$ cat src/rtl/gate_ctrl_pkg.sv
// constants shared by the inverter gate command controller
// assumes a 40 MHz controller clock and an open-drain enable/fault line with pull-up
package gate_ctrl_pkg;
  localparam int    CLK_MHZ        = 40;
  localparam int    CLK_PERIOD_NS  = 25;
  localparam int    DEAD_TIME_NS   = 1000;
  localparam int    DEAD_CYC       = (DEAD_TIME_NS + CLK_PERIOD_NS - 1) / CLK_PERIOD_NS;
  localparam int    MIN_PULSE_NS   = 1000;
  localparam int    MIN_PULSE_CYC  = (MIN_PULSE_NS + CLK_PERIOD_NS - 1) / CLK_PERIOD_NS;
  localparam int    NUM_PHASES     = 3;
  localparam int    CNT_W          = 16;
  localparam logic [1:0] CMD_OFF   = 2'h0;
  localparam logic [1:0] CMD_HIGH  = 2'h1;
  localparam logic [1:0] CMD_LOW   = 2'h2;
endpackage : gate_ctrl_pkg

$ cat src/rtl/gate_ctrl_top.sv
// controller side of a three-phase inverter module: gate commands and enable/fault line handling
// assumes an external pull-up on the enable/fault line; the module pulls it low on its faults
//
// Summary of operation
// - controller inserts dead time between commands
// - six active-high commands, U V W order
// - controller avoids pulses under 1 us, except on-pulses cut short by a fault or run low
// - shared line: active-high enable, open-drain fault
// - controller drives line low upon fault
`timescale 1ns/10ps
module gate_ctrl_top
  import gate_ctrl_pkg::*;
(
  input  wire logic       I_MCLK,                    // 40 MHz clock
  input  wire logic       I_RST,                     // sync reset, high
  input  wire logic [1:0] I_REQ_U,                   // phase U request: 0 off, 1 high, 2 low
  input  wire logic [1:0] I_REQ_V,                   // phase V request
  input  wire logic [1:0] I_REQ_W,                   // phase W request
  input  wire logic       I_RUN,                     // software run enable
  input  wire logic       I_FAULT_CLEAR,             // pulse: leave latched fault state
  input  wire logic       I_ENABLE_FAULT_N_LINE,     // enable/fault line level from pin
  output logic            O_ENABLE_FAULT_N_LINE,     // line output value (always 0)
  output logic            O_ENABLE_FAULT_N_LINE_OE,  // high while pulling the line low
  output logic            O_HIGH_SIDE_CMD_U,         // high-side command U
  output logic            O_HIGH_SIDE_CMD_V,         // high-side command V
  output logic            O_HIGH_SIDE_CMD_W,         // high-side command W
  output logic            O_LOW_SIDE_CMD_U,          // low-side command U
  output logic            O_LOW_SIDE_CMD_V,          // low-side command V
  output logic            O_LOW_SIDE_CMD_W,          // low-side command W
  output logic            O_FAULT_LATCHED            // fault seen and held
);
  typedef struct packed {
    logic       sync1;
    logic       sync2;
    logic       drove_d1;
    logic       drove_d2;
    logic       fault;
    logic [5:0] cmd;
  } top_t;
  top_t cur;
  top_t next_cur;

  logic [1:0] req   [NUM_PHASES];
  logic [1:0] req_q [NUM_PHASES];
  logic [NUM_PHASES-1:0] leg_high;
  logic [NUM_PHASES-1:0] leg_low;
  logic       block;

  assign req[0] = I_REQ_U;
  assign req[1] = I_REQ_V;
  assign req[2] = I_REQ_W;

  // the module drives the line low for control supply undervoltage and overcurrent alike, so any low
  // not caused by us is treated as a module fault
  // our own low needs two synchroniser edges to leave sync2, so it is masked by a copy of the
  // enable delayed alike; without it every release would latch a false fault
  wire line_low_ext = !cur.sync2 && !cur.drove_d2 && !O_ENABLE_FAULT_N_LINE_OE;

  // while disabled the legs are idled so nothing resumes by itself after the module timeout
  assign block = cur.fault || !I_RUN;

  genvar g;
  generate
    for (g = 0; g < NUM_PHASES; g++) begin : g_leg
      assign req_q[g] = req[g];
      phase_leg_ctrl u_leg (
        .i_mclk (I_MCLK),
        .i_rst  (I_RST),
        .i_req  (req_q[g]),
        .i_block(block),
        .o_high (leg_high[g]),
        .o_low  (leg_low[g])
      );

      // checks on the registered pin commands of this phase, after the output stage
      property p_pin_gap_hl;
        @(posedge I_MCLK) disable iff (I_RST) $fell(cur.cmd[g]) |-> !cur.cmd[g+3] [*8];
      endproperty
      a_pin_gap_hl: assert property (p_pin_gap_hl) else $error("low pin on too soon after high");

      property p_pin_gap_lh;
        @(posedge I_MCLK) disable iff (I_RST) $fell(cur.cmd[g+3]) |-> !cur.cmd[g] [*8];
      endproperty
      a_pin_gap_lh: assert property (p_pin_gap_lh) else $error("high pin on too soon after low");

      property p_pin_min_on_hi;
        @(posedge I_MCLK) disable iff (I_RST || block) $rose(cur.cmd[g]) |-> cur.cmd[g] [*8];
      endproperty
      a_pin_min_on_hi: assert property (p_pin_min_on_hi) else $error("high pin pulse too short");

      property p_pin_min_on_lo;
        @(posedge I_MCLK) disable iff (I_RST || block) $rose(cur.cmd[g+3]) |-> cur.cmd[g+3] [*8];
      endproperty
      a_pin_min_on_lo: assert property (p_pin_min_on_lo) else $error("low pin pulse too short");

      property p_pin_min_off_hi;
        @(posedge I_MCLK) disable iff (I_RST) $fell(cur.cmd[g]) |-> !cur.cmd[g] [*8];
      endproperty
      a_pin_min_off_hi: assert property (p_pin_min_off_hi) else $error("high pin off pulse too short");

      property p_pin_min_off_lo;
        @(posedge I_MCLK) disable iff (I_RST) $fell(cur.cmd[g+3]) |-> !cur.cmd[g+3] [*8];
      endproperty
      a_pin_min_off_lo: assert property (p_pin_min_off_lo) else $error("low pin off pulse too short");

      property p_pin_src_hi;
        @(posedge I_MCLK) disable iff (I_RST) $rose(cur.cmd[g]) |-> ($past(req_q[g], 2) == CMD_HIGH);
      endproperty
      a_pin_src_hi: assert property (p_pin_src_hi) else $error("high pin on without request");

      property p_pin_src_lo;
        @(posedge I_MCLK) disable iff (I_RST) $rose(cur.cmd[g+3]) |-> ($past(req_q[g], 2) == CMD_LOW);
      endproperty
      a_pin_src_lo: assert property (p_pin_src_lo) else $error("low pin on without request");
    end
  endgenerate

  always_comb begin
    next_cur       = cur;
    next_cur.sync1 = I_ENABLE_FAULT_N_LINE;
    next_cur.sync2 = cur.sync1;
    next_cur.drove_d1 = O_ENABLE_FAULT_N_LINE_OE;
    next_cur.drove_d2 = cur.drove_d1;
    // a new fault wins over a clear in the same cycle
    if (I_FAULT_CLEAR) begin
      next_cur.fault = 1'b0;
    end
    if (line_low_ext) begin
      next_cur.fault = 1'b1;
    end
    // registered commands; all off while a fault is latched or run is low
    next_cur.cmd = block ? 6'h00 : {leg_low, leg_high};
    if (I_RST) begin
      next_cur.sync1 = 1'b1;
      next_cur.sync2 = 1'b1;
      next_cur.drove_d1 = 1'b1;
      next_cur.drove_d2 = 1'b1;
      next_cur.fault = 1'b0;
      next_cur.cmd   = 6'h00;
    end
  end

  always_ff @(posedge I_MCLK) begin
    cur <= next_cur;
  end

  assign O_ENABLE_FAULT_N_LINE    = 1'b0;
  // hold the line low on fault or when not running, so the module stays disabled
  assign O_ENABLE_FAULT_N_LINE_OE = cur.fault || !I_RUN;
  assign O_HIGH_SIDE_CMD_U        = cur.cmd[0];
  assign O_HIGH_SIDE_CMD_V        = cur.cmd[1];
  assign O_HIGH_SIDE_CMD_W        = cur.cmd[2];
  assign O_LOW_SIDE_CMD_U         = cur.cmd[3];
  assign O_LOW_SIDE_CMD_V         = cur.cmd[4];
  assign O_LOW_SIDE_CMD_W         = cur.cmd[5];
  assign O_FAULT_LATCHED          = cur.fault;

  property p_fault_latch;
    @(posedge I_MCLK) disable iff (I_RST) line_low_ext |=> O_FAULT_LATCHED && O_ENABLE_FAULT_N_LINE_OE;
  endproperty
  a_fault_latch: assert property (p_fault_latch) else $error("external low not latched");

  property p_fault_gates_off;
    @(posedge I_MCLK) disable iff (I_RST) O_FAULT_LATCHED |=> (cur.cmd == 6'h00);
  endproperty
  a_fault_gates_off: assert property (p_fault_gates_off) else $error("gates on during fault");

  property p_hold_until_clear;
    @(posedge I_MCLK) disable iff (I_RST) O_FAULT_LATCHED && !I_FAULT_CLEAR |=> O_FAULT_LATCHED;
  endproperty
  a_hold_until_clear: assert property (p_hold_until_clear) else $error("fault dropped without clear");

  property p_no_cross;
    @(posedge I_MCLK) disable iff (I_RST)
      !(cur.cmd[0] && cur.cmd[3]) && !(cur.cmd[1] && cur.cmd[4]) && !(cur.cmd[2] && cur.cmd[5]);
  endproperty
  a_no_cross: assert property (p_no_cross) else $error("high and low both commanded");

  property p_stop_off;
    @(posedge I_MCLK) disable iff (I_RST) !I_RUN |=> (cur.cmd == 6'h00);
  endproperty
  a_stop_off: assert property (p_stop_off) else $error("gates on while not running");

  property p_oe_follows;
    @(posedge I_MCLK) disable iff (I_RST) O_ENABLE_FAULT_N_LINE_OE |=> (cur.cmd == 6'h00);
  endproperty
  a_oe_follows: assert property (p_oe_follows) else $error("gates on while line held low");

  property p_release_mask;
    @(posedge I_MCLK) disable iff (I_RST) $fell(O_ENABLE_FAULT_N_LINE_OE) |-> !line_low_ext ##1 !line_low_ext;
  endproperty
  a_release_mask: assert property (p_release_mask) else $error("own release seen as external low");

  property p_no_spurious;
    @(posedge I_MCLK) disable iff (I_RST) !O_FAULT_LATCHED && !line_low_ext |=> !O_FAULT_LATCHED;
  endproperty
  a_no_spurious: assert property (p_no_spurious) else $error("fault set without external low");

  property p_clear_takes;
    @(posedge I_MCLK) disable iff (I_RST) O_FAULT_LATCHED && I_FAULT_CLEAR |=> !O_FAULT_LATCHED;
  endproperty
  a_clear_takes: assert property (p_clear_takes) else $error("clear ignored while latched");

  property p_ext_low_stops;
    @(posedge I_MCLK) disable iff (I_RST) line_low_ext |-> ##2 (cur.cmd == 6'h00);
  endproperty
  a_ext_low_stops: assert property (p_ext_low_stops) else $error("gates on after external low");

  property p_run_release;
    @(posedge I_MCLK) disable iff (I_RST) $rose(I_RUN) && !O_FAULT_LATCHED |=> !O_FAULT_LATCHED ##1 !O_FAULT_LATCHED;
  endproperty
  a_run_release: assert property (p_run_release) else $error("fault latched on own release");
endmodule : gate_ctrl_top

$ cat src/rtl/phase_leg_ctrl.sv
// one phase leg: turns a requested state into high/low commands with dead time and min pulse width
// assumes the request is synchronous to i_mclk and i_block is already synchronised
`timescale 1ns/10ps
module phase_leg_ctrl
  import gate_ctrl_pkg::*;
#(
  parameter int DEAD  = DEAD_CYC,
  parameter int MINP  = MIN_PULSE_CYC
) (
  input  wire logic       i_mclk,    // clock
  input  wire logic       i_rst,     // sync reset, high
  input  wire logic [1:0] i_req,     // requested leg state
  input  wire logic       i_block,   // force both commands off
  output logic            o_high,    // high-side command
  output logic            o_low      // low-side command
);
  typedef enum logic [1:0] {S_OFF, S_DEAD, S_HIGH, S_LOW} leg_state_t;
  typedef struct packed {
    leg_state_t       st;
    logic [CNT_W-1:0] cnt;
  } leg_t;
  leg_t cur;
  leg_t next_cur;

  always_comb begin
    next_cur = cur;
    if (cur.cnt != '0) begin
      next_cur.cnt = cur.cnt - 1'b1;
    end
    if (i_block) begin
      next_cur.st  = S_OFF;
      next_cur.cnt = CNT_W'(DEAD);
    end else begin
      unique case (cur.st)
        S_OFF: begin
          // leaving off only after a full dead interval guards against shoot-through
          if (i_req != CMD_OFF && i_req != 2'h3 && cur.cnt == '0) begin
            next_cur.st  = (i_req == CMD_HIGH) ? S_HIGH : S_LOW;
            next_cur.cnt = CNT_W'(MINP);
          end
        end
        S_DEAD: begin
          if (cur.cnt == '0) begin
            next_cur.st = S_OFF;
          end
        end
        S_HIGH, S_LOW: begin
          // on-pulses shorter than the module can reproduce are stretched
          if (cur.cnt == '0 && ((cur.st == S_HIGH && i_req != CMD_HIGH) ||
                                (cur.st == S_LOW && i_req != CMD_LOW))) begin
            next_cur.st  = S_DEAD;
            next_cur.cnt = CNT_W'((DEAD > MINP) ? DEAD : MINP);
          end
        end
      endcase
    end
    if (i_rst) begin
      next_cur.st     = S_OFF;
      next_cur.cnt    = CNT_W'(DEAD);
    end
  end

  always_ff @(posedge i_mclk) begin
    cur <= next_cur;
  end

  assign o_high = (cur.st == S_HIGH);
  assign o_low  = (cur.st == S_LOW);

  property p_no_overlap;
    @(posedge i_mclk) disable iff (i_rst) !(o_high && o_low);
  endproperty
  a_no_overlap: assert property (p_no_overlap) else $error("both commands of a leg active");

  property p_dead_gap;
    @(posedge i_mclk) disable iff (i_rst) $fell(o_high) |-> !o_low [*8];
  endproperty
  a_dead_gap: assert property (p_dead_gap) else $error("low command too soon after high");

  property p_dead_gap_low;
    @(posedge i_mclk) disable iff (i_rst) $fell(o_low) |-> !o_high [*8];
  endproperty
  a_dead_gap_low: assert property (p_dead_gap_low) else $error("high command too soon after low");

  property p_min_on;
    @(posedge i_mclk) disable iff (i_rst || i_block) $rose(o_high) |-> o_high [*8];
  endproperty
  a_min_on: assert property (p_min_on) else $error("high on-pulse too short");

  property p_block_off;
    @(posedge i_mclk) disable iff (i_rst) i_block |=> !o_high && !o_low;
  endproperty
  a_block_off: assert property (p_block_off) else $error("commands active while blocked");
endmodule : phase_leg_ctrl

$ cat config.mk
export PLATFORM = sky130hd
export DESIGN_NAME = gate_ctrl_top
export DESIGN_NICKNAME = d
export VERILOG_FILES = /design/src/rtl/gate_ctrl_pkg.sv /design/src/rtl/gate_ctrl_top.sv /design/src/rtl/phase_leg_ctrl.sv
export SDC_FILE = /design/constraint.sdc
export NUM_CORES = 1
export LEC_CHECK = 0
export BUFFER_PORTS_ARGS = -buffer_cell sky130_fd_sc_hd__buf_2
export CORE_MARGIN = 2
export CORE_UTILIZATION = 64
export CTS_CLUSTER_DIAMETER = 100
export DETAILED_ROUTE_END_ITERATION = 8
export PLACE_DENSITY = 0.84
export SKIP_LAST_GASP = 1
export SYNTH_ARGS = -nofsm -noshare
export SYNTH_HDL_FRONTEND = slang
export SYNTH_SLANG_ARGS = --single-unit
$ cat constraint.sdc
create_clock -name I_MCLK -period 5.8 [get_ports I_MCLK]
set_input_delay 1.45 -clock I_MCLK [delete_from_list [all_inputs] [get_ports I_MCLK]]
set_output_delay 1.45 -clock I_MCLK [all_outputs]
set_load 0.01 [all_outputs]
==> results by group <==
Outcome
  • Status: finished clean

Setup path
  • Crit path max-delay cell type: buf_2
  • Worst setup path category: primary input to output pin
  • Kind of cell adding the most delay to the critical path: buffers and inverters
  • CP Depth: 3
  • CP endpoint kind: output pin
  • Critical path arrival: 1.79 ns
  • Worst setup path endpoint: O_ENABLE_FAULT_N_LINE_OE
  • R2r endpoint: g_leg[2].u_leg.cur[11]
  • CP startpoint: I_RUN
  • Cell mode on critical path: buf_2
  • RR Startpoint: g_leg[2].u_leg.cur[0]
  • Flop-to-flop setup slack: 2.81 ns
  • Critical path launch point type: primary input
  • CP required: 4.35 ns
  • CP Max Fanout: 3
  • R2R depth: 6
  • CP peak stage delay: 0.15 ns
  • Total buffers and inverters traversed by the critical path: 2
  • Critical-path cell list: buf_2, nand2b_1, buf_2

Synthesis
  • Async S/R FF share, synth: 0
  • Synth Area per Inst: 8.67 µm²
  • Cells after synthesis: 355
  • Sequential area share after synthesis: 0.423
  • Most frequent cell after synthesis: dfxtp_1
  • Dominant synthesized flop cell: dfxtp_1
  • Area contributors post-synth: dfxtp_1 42%, nor2_1 6.3%, xor2_1 5.4%
  • FF+latch count, synth: 65
  • Post-synth cell types: 49
  • Post-synthesis net count: 377
  • Largest area contributor in the netlist: dfxtp_1
  • Post-synth top cells: 65 x dfxtp_1, 52 x nor2_1, 19 x xor2_1
  • Synthesized cell area: 0.00308 mm²
  • Number of flops mapped to enable cells by yosys: 0
  • Post-synth top area share: 0.423
  • Syn. warnings: 0

Routing
  • Iter 0 DRT Violations: 156
  • DRC viols: 0
  • Vias post-DR: 2517
  • Routed wire length: 5800 µm
  • Routed Antenna Nets: 0
  • Drt first pass iters: 4
  • Routed len/inst: 13.5 µm
  • Vias per cell: 5.87

Die
  • Starting Density: 0.656
  • Row cnt: 25
  • Die area: 0.00538 mm²
  • Chip Height: 73.4 µm
  • Chip width: 73.4 µm
  • Core area: 0.00469 mm²
  • Top Ports: 20

Clocking
  • CTS sink count: 65
  • Worst skew pair latency: 0.34 ns
  • Clk buf depth: 2
  • Number of buffers created by CTS: 9
  • CTS H-tree lvls: 3
  • Post-CTS setup buffer count: 0
  • Hold-fix buffers, CTS: 0
  • Reg clk slew, reported paths: 0.06 ns
  • CTS Root Cell: clkbuf_8
  • Post-CTS Resized: 0
  • CTS tree: built

Power
  • Logic pwr share: 0.077
  • Leakage power: 1.31 nW
  • Switching share of power: 0.229
  • Internal power: 735 µW
  • Clock share of power: 0.437
  • Peak VDD IR: 0.000144 V
  • Cell area power density: 281 mW/mm²
  • P_sw: 218 µW
  • Seq pwr share: 0.486

Final layout
  • Layout Nets: 393
  • Layout cells sized above 1: 0.131
  • Antenna Diode Count: 0
  • Final Util: 0.722
  • Area grow syn2layout: 10.0%

Timing
  • Worst hold slack: 0.418 ns
  • Final min period: 3.24 ns
  • Worst Tran Pin Value: 1.11 ns
  • Max Fclk: 0.308 GHz
  • Max Clock Skew: 0.00840 ns
  • Unrepaired setup endpoints after global routing: false
  • Tcrit/Tclk final: 0.559
  • Count of pins over their slew limit: 0
  • Setup TNS: 0 ns
  • Final setup viols: 0
  • Slew headroom: 0.256
  • Final hold violation count: 0

GRT
  • Vias in the first global route: 2276
  • GRT Util Overall: 0.232
  • First-pass GRT wire length: 9760 µm
  • Initial antenna violation count: 0
  • Total congestion overflow: 0
  • Largest net degree at the start of global routing: 17

Placement
  • Buffers added on ports: 18
  • Hpwl dp: 3930 µm
  • Placer Congestion: 0.830

Worst hold path
  • Tightest Hold Check Type: register to register

Run
  • Max cap viols: 0
-- metal layers --
layer / wire length (µm) / global-route usage / up-vias / part of all wire
li1: - / - / 1284 / -
met1: 2660 / 0.282 / 1174 / 0.46
met2: 2790 / 0.382 / 48 / 0.48
met3: 221 / 0.0480 / 11 / 0.038
met4: 138 / 0.125 / 0 / 0.024
met5: 0 / 0 / - / 0
-- power groups by stage --
stage / registers (mW) / logic (mW) / clock network [mW]
floorplan: 0.471 / 0.0568 / 0
finish: 0.463 / 0.0730 / 0.417
global placement: 0.473 / 0.0696 / 0
CTS: 0.463 / 0.0733 / 0.420
detailed placement: 0.473 / 0.0722 / 0
global route: 0.465 / 0.0818 / 0.437
-- cell families after synthesis --
kind of cell    Yosys count  share of synthesized area
xor+xnor                 25                     0.0711
other cells               1                    0.00122
compound gates           48                      0.102
flops                    65                      0.423
buf+inv                  29                     0.0398
simple gates            169                      0.294
fa+ha+maj                11                     0.0447
mux                       7                     0.0236
-- flip-flops by register name, indices dropped and copies added (netlist names) --
signal / flops
O_HIGH_SIDE_CMD_U: 1
cur: 4
O_FAULT_LATCHED: 1
O_HIGH_SIDE_CMD_W: 1
O_LOW_SIDE_CMD_V: 1
O_LOW_SIDE_CMD_U: 1
g_leg.u_leg.cur: 54
O_LOW_SIDE_CMD_W: 1
O_HIGH_SIDE_CMD_V: 1
-- placed cells by master, fill, tap and decap left out, drive strengths merged, types with 3 or more instances in the layout --
master / count
or4: 16
o221a: 4
or3: 9
nand2b: 7
dfxtp: 65
a21oi: 18
clkbuf: 12
nand2: 17
nor2b: 4
mux2i: 5
xnor2: 6
inv: 15
o21ai: 13
nand3: 11
nor3: 13
a211oi: 3
nor4: 9
or2: 6
and3: 4
o31ai: 4
buf: 19
ha: 11
nand3b: 3
nor2: 52
xor2: 19
nand4: 8
-- per-stage QoR --
step	setup slack [ns]	cells	total power, mW	area (µm²)
floorplan	2.77	355	0.528	3080
global placement	2.58	414	0.542	3180
detailed placement	2.51	414	0.545	3180
CTS	2.56	429	0.956	3390
global route	2.53	429	0.984	3390
finish	2.56	429	0.953	3390
-- worst reg2reg max path: stages (launching register included) --
cell and delay, ns:
dfxtp_1 0.34, inv_1 0.11, ha_1 0.16, or4b_1 0.45
or4_1 0.66, o31ai_2 0.97, nor2_1 0.13
-- how the worst min path moves through the flow --
stage	from	end	slack, ns	cells after the start
floorplan	cur[8]	cur[7]	0.39	1
global placement	cur[10]	cur[9]	0.40	1
detailed placement	cur[8]	cur[7]	0.40	1
CTS	cur[8]	cur[7]	0.42	1
global route	cur[8]	cur[7]	0.44	1
finish	cur[8]	cur[7]	0.42	1
-- layout make-up --
cell class                      count  area [µm²]
Multi-Input combinational cell    261        1650
Fill cell                         344        1310
Sequential cell                    65        1300
Clock buffer                       12         145
Timing Repair Buffer               19        97.6
Tap cell                           54        67.6
Clock inverter                      3        65.1
Inverter                           15        56.3
No activity file was read; power rests on OpenSTA's default activity.
